[src/hdl/lrr_pkg.sv]
package lrr_pkg;
	localparam logic [7:0] LRR_ACK = 8'hcc;
	localparam logic [7:0] LRR_NAK = 8'h33;
	localparam logic [7:0] LRR_CMD_RUN = 8'h22;
	localparam logic [7:0] LRR_CMD_RESTART = 8'h25;
	localparam logic [7:0] LRR_LEN_RUN = 8'h07;
	localparam logic [7:0] LRR_LEN_RESTART = 8'h03;
	localparam logic [7:0] LRR_IDX_LEN = 8'h00;
	localparam logic [7:0] LRR_IDX_SUM = 8'h01;
	localparam logic [7:0] LRR_IDX_CMD = 8'h02;
	localparam logic [7:0] LRR_IDX_ADDR_LAST = 8'h06;
	localparam logic [7:0] LRR_ZERO = 8'h00;
	localparam logic [7:0] LRR_ONE = 8'h01;
	localparam logic [31:0] LRR_ADDR_RESET = 32'h0000_0000;

	typedef enum logic [1:0] {
		LRR_ST_RX,
		LRR_ST_RESP,
		LRR_ST_WAIT
	} lrr_state_t;
endpackage

[src/hdl/lrr_buf.sv]
`timescale 1ns/1ps
`default_nettype none
// two-entry buffer: output register plus one spare
module lrr_buf #(
	parameter int WIDTH = 8
) (
	input wire logic clk,
	input wire logic reset_n,
	input wire logic in_valid,
	input wire logic [WIDTH-1:0] in_data,
	output logic in_ready,
	output logic out_valid,
	output logic [WIDTH-1:0] out_data,
	input wire logic out_ready,
	output logic empty
);
	logic spare_valid_q;
	logic [WIDTH-1:0] spare_q;
	logic out_valid_q;
	logic [WIDTH-1:0] out_q;
	wire in_take = in_valid && !spare_valid_q;
	wire out_free = out_ready || !out_valid_q;

	always_ff @(posedge clk or negedge reset_n) begin
		if (!reset_n) begin
			out_valid_q <= 1'b0;
			out_q <= '0;
			spare_valid_q <= 1'b0;
			spare_q <= '0;
		end else if (out_free) begin
			out_valid_q <= spare_valid_q || in_take;
			out_q <= spare_valid_q ? spare_q : in_data;
			spare_valid_q <= 1'b0;
		end else if (in_take) begin
			spare_valid_q <= 1'b1;
			spare_q <= in_data;
		end
	end

	assign in_ready = !spare_valid_q;
	assign out_valid = out_valid_q;
	assign out_data = out_q;
	assign empty = !out_valid_q && !spare_valid_q;
endmodule
`default_nettype wire

[src/hdl/lrr_cmd.sv]
`timescale 1ns/1ps
`default_nettype none
// Notes on behaviour
// - run packet is seven bytes: length, sum, code 0x22, four address bytes.
// - run address arrives most significant byte first.
// - a valid run packet makes the device execute from the given address.
// - acknowledge for run leaves the device before control transfers.
// - restart packet is three bytes: length, sum equal to code, code 0x25.
// - acknowledge for restart leaves the device before the software reset.
// - restart gives a full reset; run does not reset anything.
// - acknowledge is 0xcc, negative acknowledge 0x33; leading zeros ignored.
// - sum byte is the byte-wide sum of data bytes only.
// - first non-zero byte gives total length including length and sum.
module lrr_cmd
	import lrr_pkg::*;
(
	input wire logic clk,
	input wire logic reset_n,
	input wire logic rx_valid,
	input wire logic [7:0] rx_data,
	output logic rx_ready,
	output logic tx_valid,
	output logic [7:0] tx_data,
	input wire logic tx_ready,
	output logic run_go,
	output logic [31:0] run_addr,
	output logic restart_go
);
	lrr_state_t state_q, state_d;
	logic [7:0] len_q;
	logic [7:0] cnt_q;
	logic [7:0] sum_q;
	logic [7:0] acc_q;
	logic [7:0] cmd_q;
	logic [31:0] addr_q;
	logic ack_q;
	logic rx_ready_q;
	logic run_go_q;
	logic restart_go_q;
	logic [31:0] run_addr_q;
	logic buf_in_ready;
	logic buf_empty;

	wire rx_take = rx_valid && rx_ready_q;
	wire at_len = cnt_q == LRR_IDX_LEN;
	wire at_sum = cnt_q == LRR_IDX_SUM;
	wire at_cmd = cnt_q == LRR_IDX_CMD;
	wire in_data = cnt_q >= LRR_IDX_CMD;
	wire in_addr = in_data && !at_cmd && cnt_q <= LRR_IDX_ADDR_LAST;
	wire skip_zero = at_len && rx_data == LRR_ZERO;
	wire [7:0] cnt_inc = cnt_q + LRR_ONE;
	wire last_byte = at_len ? (rx_data == LRR_ONE) : (cnt_inc == len_q);
	wire [7:0] acc_n = in_data ? acc_q + rx_data : acc_q;
	wire [7:0] cmd_n = at_cmd ? rx_data : cmd_q;
	wire is_run = cmd_n == LRR_CMD_RUN && len_q == LRR_LEN_RUN;
	wire is_rst = cmd_n == LRR_CMD_RESTART && len_q == LRR_LEN_RESTART;
	// only a matching sum of a known packet is acknowledged
	wire good_pkt = !at_len && (is_run || is_rst) && acc_n == sum_q;
	wire done_pkt = rx_take && !skip_zero && last_byte;
	wire resp_push = state_q == LRR_ST_RESP;
	wire [7:0] resp_byte = ack_q ? LRR_ACK : LRR_NAK;
	wire ack_run = cmd_q == LRR_CMD_RUN;
	wire act_now = state_q == LRR_ST_WAIT && buf_empty;

	always_comb begin
		state_d = state_q;
		unique case (state_q)
			LRR_ST_RX: begin
				if (done_pkt) begin
					state_d = LRR_ST_RESP;
				end
			end
			LRR_ST_RESP: begin
				if (buf_in_ready) begin
					state_d = ack_q ? LRR_ST_WAIT : LRR_ST_RX;
				end
			end
			LRR_ST_WAIT: begin
				if (buf_empty) begin
					state_d = LRR_ST_RX;
				end
			end
		endcase
	end

	always_ff @(posedge clk or negedge reset_n) begin
		if (!reset_n) begin
			state_q <= LRR_ST_RX;
			rx_ready_q <= 1'b0;
		end else begin
			state_q <= state_d;
			rx_ready_q <= state_d == LRR_ST_RX && !done_pkt;
		end
	end

	always_ff @(posedge clk or negedge reset_n) begin
		if (!reset_n) begin
			len_q <= LRR_ZERO;
			cnt_q <= LRR_ZERO;
			sum_q <= LRR_ZERO;
			acc_q <= LRR_ZERO;
			cmd_q <= LRR_ZERO;
		end else if (rx_take && !skip_zero) begin
			len_q <= at_len ? rx_data : len_q;
			cnt_q <= last_byte ? LRR_ZERO : cnt_inc;
			sum_q <= at_sum ? rx_data : sum_q;
			acc_q <= last_byte ? LRR_ZERO : acc_n;
			cmd_q <= cmd_n;
		end
	end

	always_ff @(posedge clk or negedge reset_n) begin
		if (!reset_n) begin
			addr_q <= LRR_ADDR_RESET;
		end else if (rx_take && in_addr) begin
			addr_q <= {addr_q[23:0], rx_data};
		end
	end

	always_ff @(posedge clk or negedge reset_n) begin
		if (!reset_n) begin
			ack_q <= 1'b0;
		end else if (done_pkt) begin
			ack_q <= good_pkt;
		end
	end

	// act only after answer byte has left
	always_ff @(posedge clk or negedge reset_n) begin
		if (!reset_n) begin
			run_go_q <= 1'b0;
			restart_go_q <= 1'b0;
			run_addr_q <= LRR_ADDR_RESET;
		end else begin
			run_go_q <= act_now && ack_run;
			restart_go_q <= act_now && !ack_run;
			if (act_now && ack_run) begin
				run_addr_q <= addr_q;
			end
		end
	end

	lrr_buf #(
		.WIDTH(8)
	) u_buf (
		.clk(clk),
		.reset_n(reset_n),
		.in_valid(resp_push),
		.in_data(resp_byte),
		.in_ready(buf_in_ready),
		.out_valid(tx_valid),
		.out_data(tx_data),
		.out_ready(tx_ready),
		.empty(buf_empty)
	);

	assign rx_ready = rx_ready_q;
	assign run_go = run_go_q;
	assign run_addr = run_addr_q;
	assign restart_go = restart_go_q;

	ack_before_run_a: assert property (
		@(posedge clk) disable iff (!reset_n)
		run_go_q |-> $past(buf_empty) && $past(state_q == LRR_ST_WAIT))
		else $error("run issued before acknowledge left");

	ack_before_restart_a: assert property (
		@(posedge clk) disable iff (!reset_n)
		restart_go_q |-> $past(buf_empty) && !tx_valid)
		else $error("restart issued before acknowledge left");

	run_follows_a: assert property (
		@(posedge clk) disable iff (!reset_n)
		(act_now && ack_run) |=> run_go_q && run_addr_q == $past(addr_q))
		else $error("run not issued with captured address");

	resp_value_a: assert property (
		@(posedge clk) disable iff (!reset_n)
		(resp_push |-> (resp_byte == 8'hcc) == ack_q)
		and (tx_valid |-> tx_data == 8'hcc || tx_data == 8'h33))
		else $error("answer byte not ack or nak");

	nak_no_action_a: assert property (
		@(posedge clk) disable iff (!reset_n)
		(resp_push && !ack_q && buf_in_ready) |=>
			(!run_go_q && !restart_go_q)[*3])
		else $error("action after negative acknowledge");

	sum_match_a: assert property (
		@(posedge clk) disable iff (!reset_n)
		(resp_push && ack_q) |-> sum_q == (cmd_q == 8'h25 ? cmd_q
			: cmd_q + addr_q[31:24] + addr_q[23:16] + addr_q[15:8]
			+ addr_q[7:0]))
		else $error("acknowledge with bad sum");

	zero_skip_a: assert property (
		@(posedge clk) disable iff (!reset_n)
		(rx_take && skip_zero) |=> cnt_q == 8'h00 && $stable(len_q))
		else $error("leading zero not ignored");

	run_len_a: assert property (
		@(posedge clk) disable iff (!reset_n)
		run_go_q |-> len_q == 8'h07 && cmd_q == 8'h22)
		else $error("run from wrong packet");

	restart_len_a: assert property (
		@(posedge clk) disable iff (!reset_n)
		restart_go_q |-> len_q == 8'h03 && cmd_q == 8'h25)
		else $error("restart from wrong packet");

	one_action_a: assert property (
		@(posedge clk) disable iff (!reset_n)
		!(run_go_q && restart_go_q))
		else $error("run and restart together");
endmodule
`default_nettype wire

[config.mk]
export PLATFORM = sky130hd
export DESIGN_NAME = lrr_cmd
export DESIGN_NICKNAME = d
export VERILOG_FILES = /design/src/hdl/lrr_pkg.sv /design/src/hdl/lrr_buf.sv /design/src/hdl/lrr_cmd.sv
export SDC_FILE = /design/constraint.sdc
export NUM_CORES = 1
export LEC_CHECK = 0
export ABC_AREA = 1
export ABC_CLOCK_PERIOD_IN_PS = 2490
export BUFFER_PORTS_ARGS = -buffer_cell sky130_fd_sc_hd__buf_2
export CAP_MARGIN = 20
export CORE_UTILIZATION = 28
export DETAILED_ROUTE_END_ITERATION = 10
export HOLD_SLACK_MARGIN = 0.08
export PLACE_DENSITY_LB_ADDON = 0.2
export REMOVE_ABC_BUFFERS = 1
export SYNTH_ARGS = -nofsm -noshare
export SYNTH_HDL_FRONTEND = slang
export SYNTH_HIERARCHICAL = 1
export SYNTH_SLANG_ARGS = --single-unit
[constraint.sdc]
create_clock -name clk -period 2.49 [get_ports clk]
set_input_delay 0.498 -clock clk [delete_from_list [all_inputs] [get_ports clk]]
set_output_delay 0.498 -clock clk [all_outputs]
set_load 0.02 [all_outputs]
* Word-level counts from Yosys, hierarchy flattened
Cells that the tools add are included.
** Operators by class
- $add $sub $neg :: 2
- $mul :: 0
- Div/mod/pow operators :: 0
- Magnitude comparators :: 2
- Equal/unequal tests :: 12
- Shifts and indexed selects :: 0
- Mux-type cells :: 14
- Bitwise gates (word level) :: 1
- Reduce and logical (&&, ||, !) cells :: 35
** Operator list (count)
- $mux W8 :: 6
- $eq A8 B6 Y1 const B :: 3
- $logic_and A1 B1 Y1 :: 17
- $eq A8 B1 Y1 const B :: 2
- $eq A8 B2 Y1 const B :: 2
- $eq A8 B8 Y1 :: 2
- $logic_not A8 Y1 :: 2
- $add A8 B1 Y8 const B :: 1
- $add A8 B8 Y8 :: 1
- $eq A8 B3 Y1 const B :: 1
- $ge A8 B2 Y1 const B :: 1
- $le A8 B3 Y1 const B :: 1
- $mux W2 :: 4
- $logic_not A1 Y1 :: 7
- $pmux W2 S3 :: 1
- $reduce_and A2 Y1 :: 3
- $logic_not A2 Y1 :: 2
- $logic_or A1 B1 Y1 :: 3
- $mux W1 :: 3
- $eq A2 B1 Y1 const B :: 1
- $eq A2 B2 Y1 const B :: 1
- $reduce_bool A2 Y1 :: 1
- $not A1 Y1 :: 1
** Storage, ports and cells
- Register bits :: 128
- Bits in latches :: 0
- RAM bits :: 0
- Bits in read-only memories :: 0
- Bits of input ports :: 12
- Output and inout port bits :: 44
- Word-level logic and storage cells :: 82
- Memories :: 0

* Longest topological paths before layout
- Depth in word-level cells :: 9
- Mapped depth :: 16
- Mapped depth without buffers :: 15

* Cells and area by module
The synthesis kept the hierarchy.
** By module, submodules not included
- lrr_cmd :: instances 1, cells each 676, area each 5679.2 sq um, sequential area each 2752.6 sq um
- lrr_buf :: instances 1, cells each 105, area each 850.8 sq um, sequential area each 450.4 sq um

* Worst setup path before layout
OpenSTA, ideal clock, no wires.
- Path type :: input-to-reg
- Start :: input rx_data[0]
- End :: register ack_q
- Library setup time :: 65 ps
- Arrival time :: 1850 ps
- Required time :: 2425 ps
- Setup slack :: 575 ps
- Cell stages on the path :: 13
- Buffers on the path :: 0
- Cell sequence :: ha_1 fa_1 nand3_1 nand3b_1 nand2_1 nand2_1 nand3_1 nand2_1 inv_1 nand4_1 nor2_1 nand3_1 nand2_1
** Between the ends
- Longest elaborated chain between the ends :: 6
- Elaborated cells between the ends (all ways) :: 18
- Classes of those cells :: add/sub: 1; eq/ne: 4; mux: 3; reduce/logical: 10
** Ends and longest elaborated chain
- start, declared :: RTL line lrr_cmd.sv:20 : input wire logic [7:0] rx_data,
- branches (longest 6 deep; another with $add A8 B8 Y8)
- end signal, assigned :: RTL line lrr_cmd.sv:124 : ack_q <= good_pkt;
- end, declared :: RTL line lrr_cmd.sv:36 : logic ack_q;
Several ways; the timed one is not identified.
A chain may end at the register's enable or synchronous reset.

* Worst setup path in the final report
- Start :: register cnt_q[0]
- End :: register cnt_q[6]
** Between the ends
- Longest elaborated chain between the ends :: 4
- Elaborated cells between the ends (all ways) :: 8
- Classes of those cells :: add/sub: 1; eq/ne: 1; mux: 2; reduce/logical: 4
** Ends and longest elaborated chain
- start, declared :: RTL line lrr_cmd.sv:31 : logic [7:0] cnt_q;
- start signal, assigned :: RTL line lrr_cmd.sv:105 : cnt_q <= last_byte ? LRR_ZERO : cnt_inc;
- $add A8 B1 Y8 or $logic_not A8 Y1 (tied branches) :: RTL line lrr_cmd.sv:51, lrr_cmd.sv:45
- $eq A8 B8 Y1 or $logic_and A1 B1 Y1 (tied branches) :: RTL line lrr_cmd.sv:52, lrr_cmd.sv:50
- $mux W1 or $logic_not A1 Y1 (tied branches) :: RTL line lrr_cmd.sv:52, lrr_cmd.sv:103
- $mux W8 or $logic_and A1 B1 Y1 (tied branches) :: RTL line lrr_cmd.sv:105, lrr_cmd.sv:103
Parallel ways exist; a longest one is shown, timed or not.

==> metrics <==
status=finished, final reports clean; layout cells sized above 1=19.9%; synthesized area=6530 um2; synth unique cells=39; max frequency=465 MHz; unrepaired setup endpoints after global routing=false; GPL Wtd Cong=0.880; Leakage=3.84 nW; Setup CP Type=flop to flop; Tot GR Track Use=13.8%; gr busiest metal=met2; Post-synth EDFFs=0; via count=4,985; DRC=0; CP Launch Type=flop; leading area contributor after synthesis=dfrtp_1; path category of the worst min-delay check=input pin to flop; Worst-Skew Late Latency=420 ps; Final setup viols=0; setup tns final=0 ps; Post-DP HPWL=10,800 um; wire per inst=13.0 um; fin crit period=2150 ps; met1 usage=19.3%; CTS clk-pin slew, worst paths=60 ps; maxcap violations=0; maximum vdd drop=0.404 mV; post-cts resize count=0; clock tree buffer depth=2; first-pass GRT wire length=25,900 um; Seq/Total Area, Yosys=49.1%; total power=4.64 mW; initial antenna violation count=0; Root Driver=clkbuf_16; Synth Flop Type=dfrtp_1; post-detailed-route count of antenna-violating nets=0; syn avg cell area=8.36 um2; Die H=155 um; met3 global-route usage=2.94%; largest net degree at the start of global routing=65; CTS tree=yes; GRT overflow=0; TritonCTS Sinks=128; number of antenna diodes=0; highest net fanout along the worst path=7; # port buffers=55; Tightest Pin Transition=590 ps; vias in the first global route=4,968; Ports=56; Initial DRT Pass Iterations=5; Initial Util=28.7%; Finished Layout Cells=1,168; top-area cell type share of the netlist area=49.1%; Final Hold Fails=0; WP data required=2780 ps; Post-CTS Setup Inserts=0; Final #Nets=868; number of CTS-inserted buffers=17; vias per cell=4.27; Final Slew Violations=0; area grow syn2layout=18.2%; kind of end point of the critical path=flop; Yosys warning count=6; M2 GR Usage=21.2%; Die Wd=155 um; worst hold slack=438 ps; Setup Skew=9.07 ps; DRT Wirelength=15,100 um; Core ar.=22,800 um2; # rows=55; Starting DRT DRC Count=316; fin crit share=86.4%; Cells after Synth=781; Placed Cells=1,135; Slew HR=60.7%; FF+latch count, synth=128; DIE AREA=23,900 um2; crit path DAT=2440 ps; final design utilization=33.9%; synth top area cells=dfrtp_1 49%, nand2_1 14%, inv_1 5.7%; Pwr Density=601 nW/um2; H-Tree Depth=4; FFs w/ async S/R, synth=100%
[state kept, by name, summed over array words and instances, names as in the netlist]
register / count
restart_go: 1
ack_q: 1
u_buf/out_valid: 1
cmd_q: 8
cnt_q: 8
sum_q: 8
u_buf/out_data: 8
addr_q: 32
len_q: 8
u_buf/spare_q: 8
u_buf/spare_valid_q: 1
rx_ready: 1
run_go: 1
acc_q: 8
state_q: 2
run_addr: 32
[where the power goes]
group          internal [mW]        switching [mW]  leakage (nW)
registers               2.08  0.000000000000000238          1.67
clock network           1.33                  1.07         0.275
logic                 0.0481                 0.118          1.90
[cell usage in the layout (no fill, tap or decap), types with 5 or more instances in the layout]
cell	n
nand2_1	250
dfrtp_1	128
inv_1	99
o21ai_0	56
nand3_1	55
buf_2	54
o21ai_2	37
nor2_1	27
clkbuf_16	17
ha_1	13
nand4_1	11
or2_1	8
xor2_1	7
inv_6	7
buf_4	7
nand2_2	6
inv_2	6
a21oi_1	6
nand3b_1	6
nor2_2	5
[final cells by class]
type                       instances  area (um2)
fill                            2411       15100
timing repair buffer              66         404
tap                              313         392
multi-input combinational        523        2750
inverter                         106         398
clock inverter                    15         144
sequential                       128        3200
clock buffer                      17         425
[cell usage after synthesis, types with 7 or more instances]
master,instances
buf_6,12
clkbuf_1,7
dfrtp_1,128
ha_1,13
inv_1,99
nand2_1,250
nand3_1,56
nand4_1,11
nor2_1,27
o21ai_0,56
o21ai_2,37
or2_1,8
xor2_1,7
[path summary, 6_finish.rpt]
check / start / end / slack, ps / depth (start not counted)
min in group asynchronous: reset_n / run_addr[31]$_DFFE_PN0P_ / 630 / 2
worst min register to register: u_buf/spare_q[7]$_DFFE_PN0P_ / u_buf/spare_q[7]$_DFFE_PN0P_ / 470 / 2
max in group asynchronous: reset_n / u_buf/spare_q[1]$_DFFE_PN0P_ / 1220 / 3
worst min-delay path: tx_ready / u_buf/out_data[6]$_DFFE_PN0P_ / 440 / 4
worst max-delay path: cnt_q[0]$_DFFE_PN0P_ / cnt_q[6]$_DFFE_PN0P_ / 340 / 11
worst max register to register: cnt_q[0]$_DFFE_PN0P_ / cnt_q[6]$_DFFE_PN0P_ / 340 / 11
[layer usage]
metal	wire, um	up-vias
met1	7790	2282
met3	489	11
met4	194	0
met2	6660	75
li1	-	2617
met5	0	-
[logic make-up (layout without fill, tap and decap cells)]
kind of cell	after synthesis	count (layout)	share of synthesized area [%]
AND/OR/NAND/NOR	385	385	25.9
buffers and inverters	130	204	8.93
flip-flops	128	128	49.1
AO/OA/AOI/OAI	112	112	11.5
adder cells (fa/ha/maj)	14	14	2.80
XOR/XNOR	12	12	1.82
[worst max-delay path: stages (launching register included)]
cell,delay [ps]
dfrtp_1,430
ha_1,280
nand3_2,120
xor2_1,270
nor2_1,70
nor2_1,120
nand3_1,90
nor2_1,120
nand2_2,70
nand3_2,160
buf_4,230
o22ai_1,80
[timing repair]
action                                  CTS  global route
hold endpoints to repair                 12             0
hold buffers                              1             0
endpoints found under the setup margin    0             0
[per-stage QoR]
stage / instance area, um2 / setup WS [ps]
floorplan: 6340 / -184
global placement: 7140 / 265
detailed placement: 7140 / 245
CTS: 7720 / 305
global route: 7720 / 98.5
finish: 7720 / 339
No activity file was read; power rests on OpenSTA's default activity.
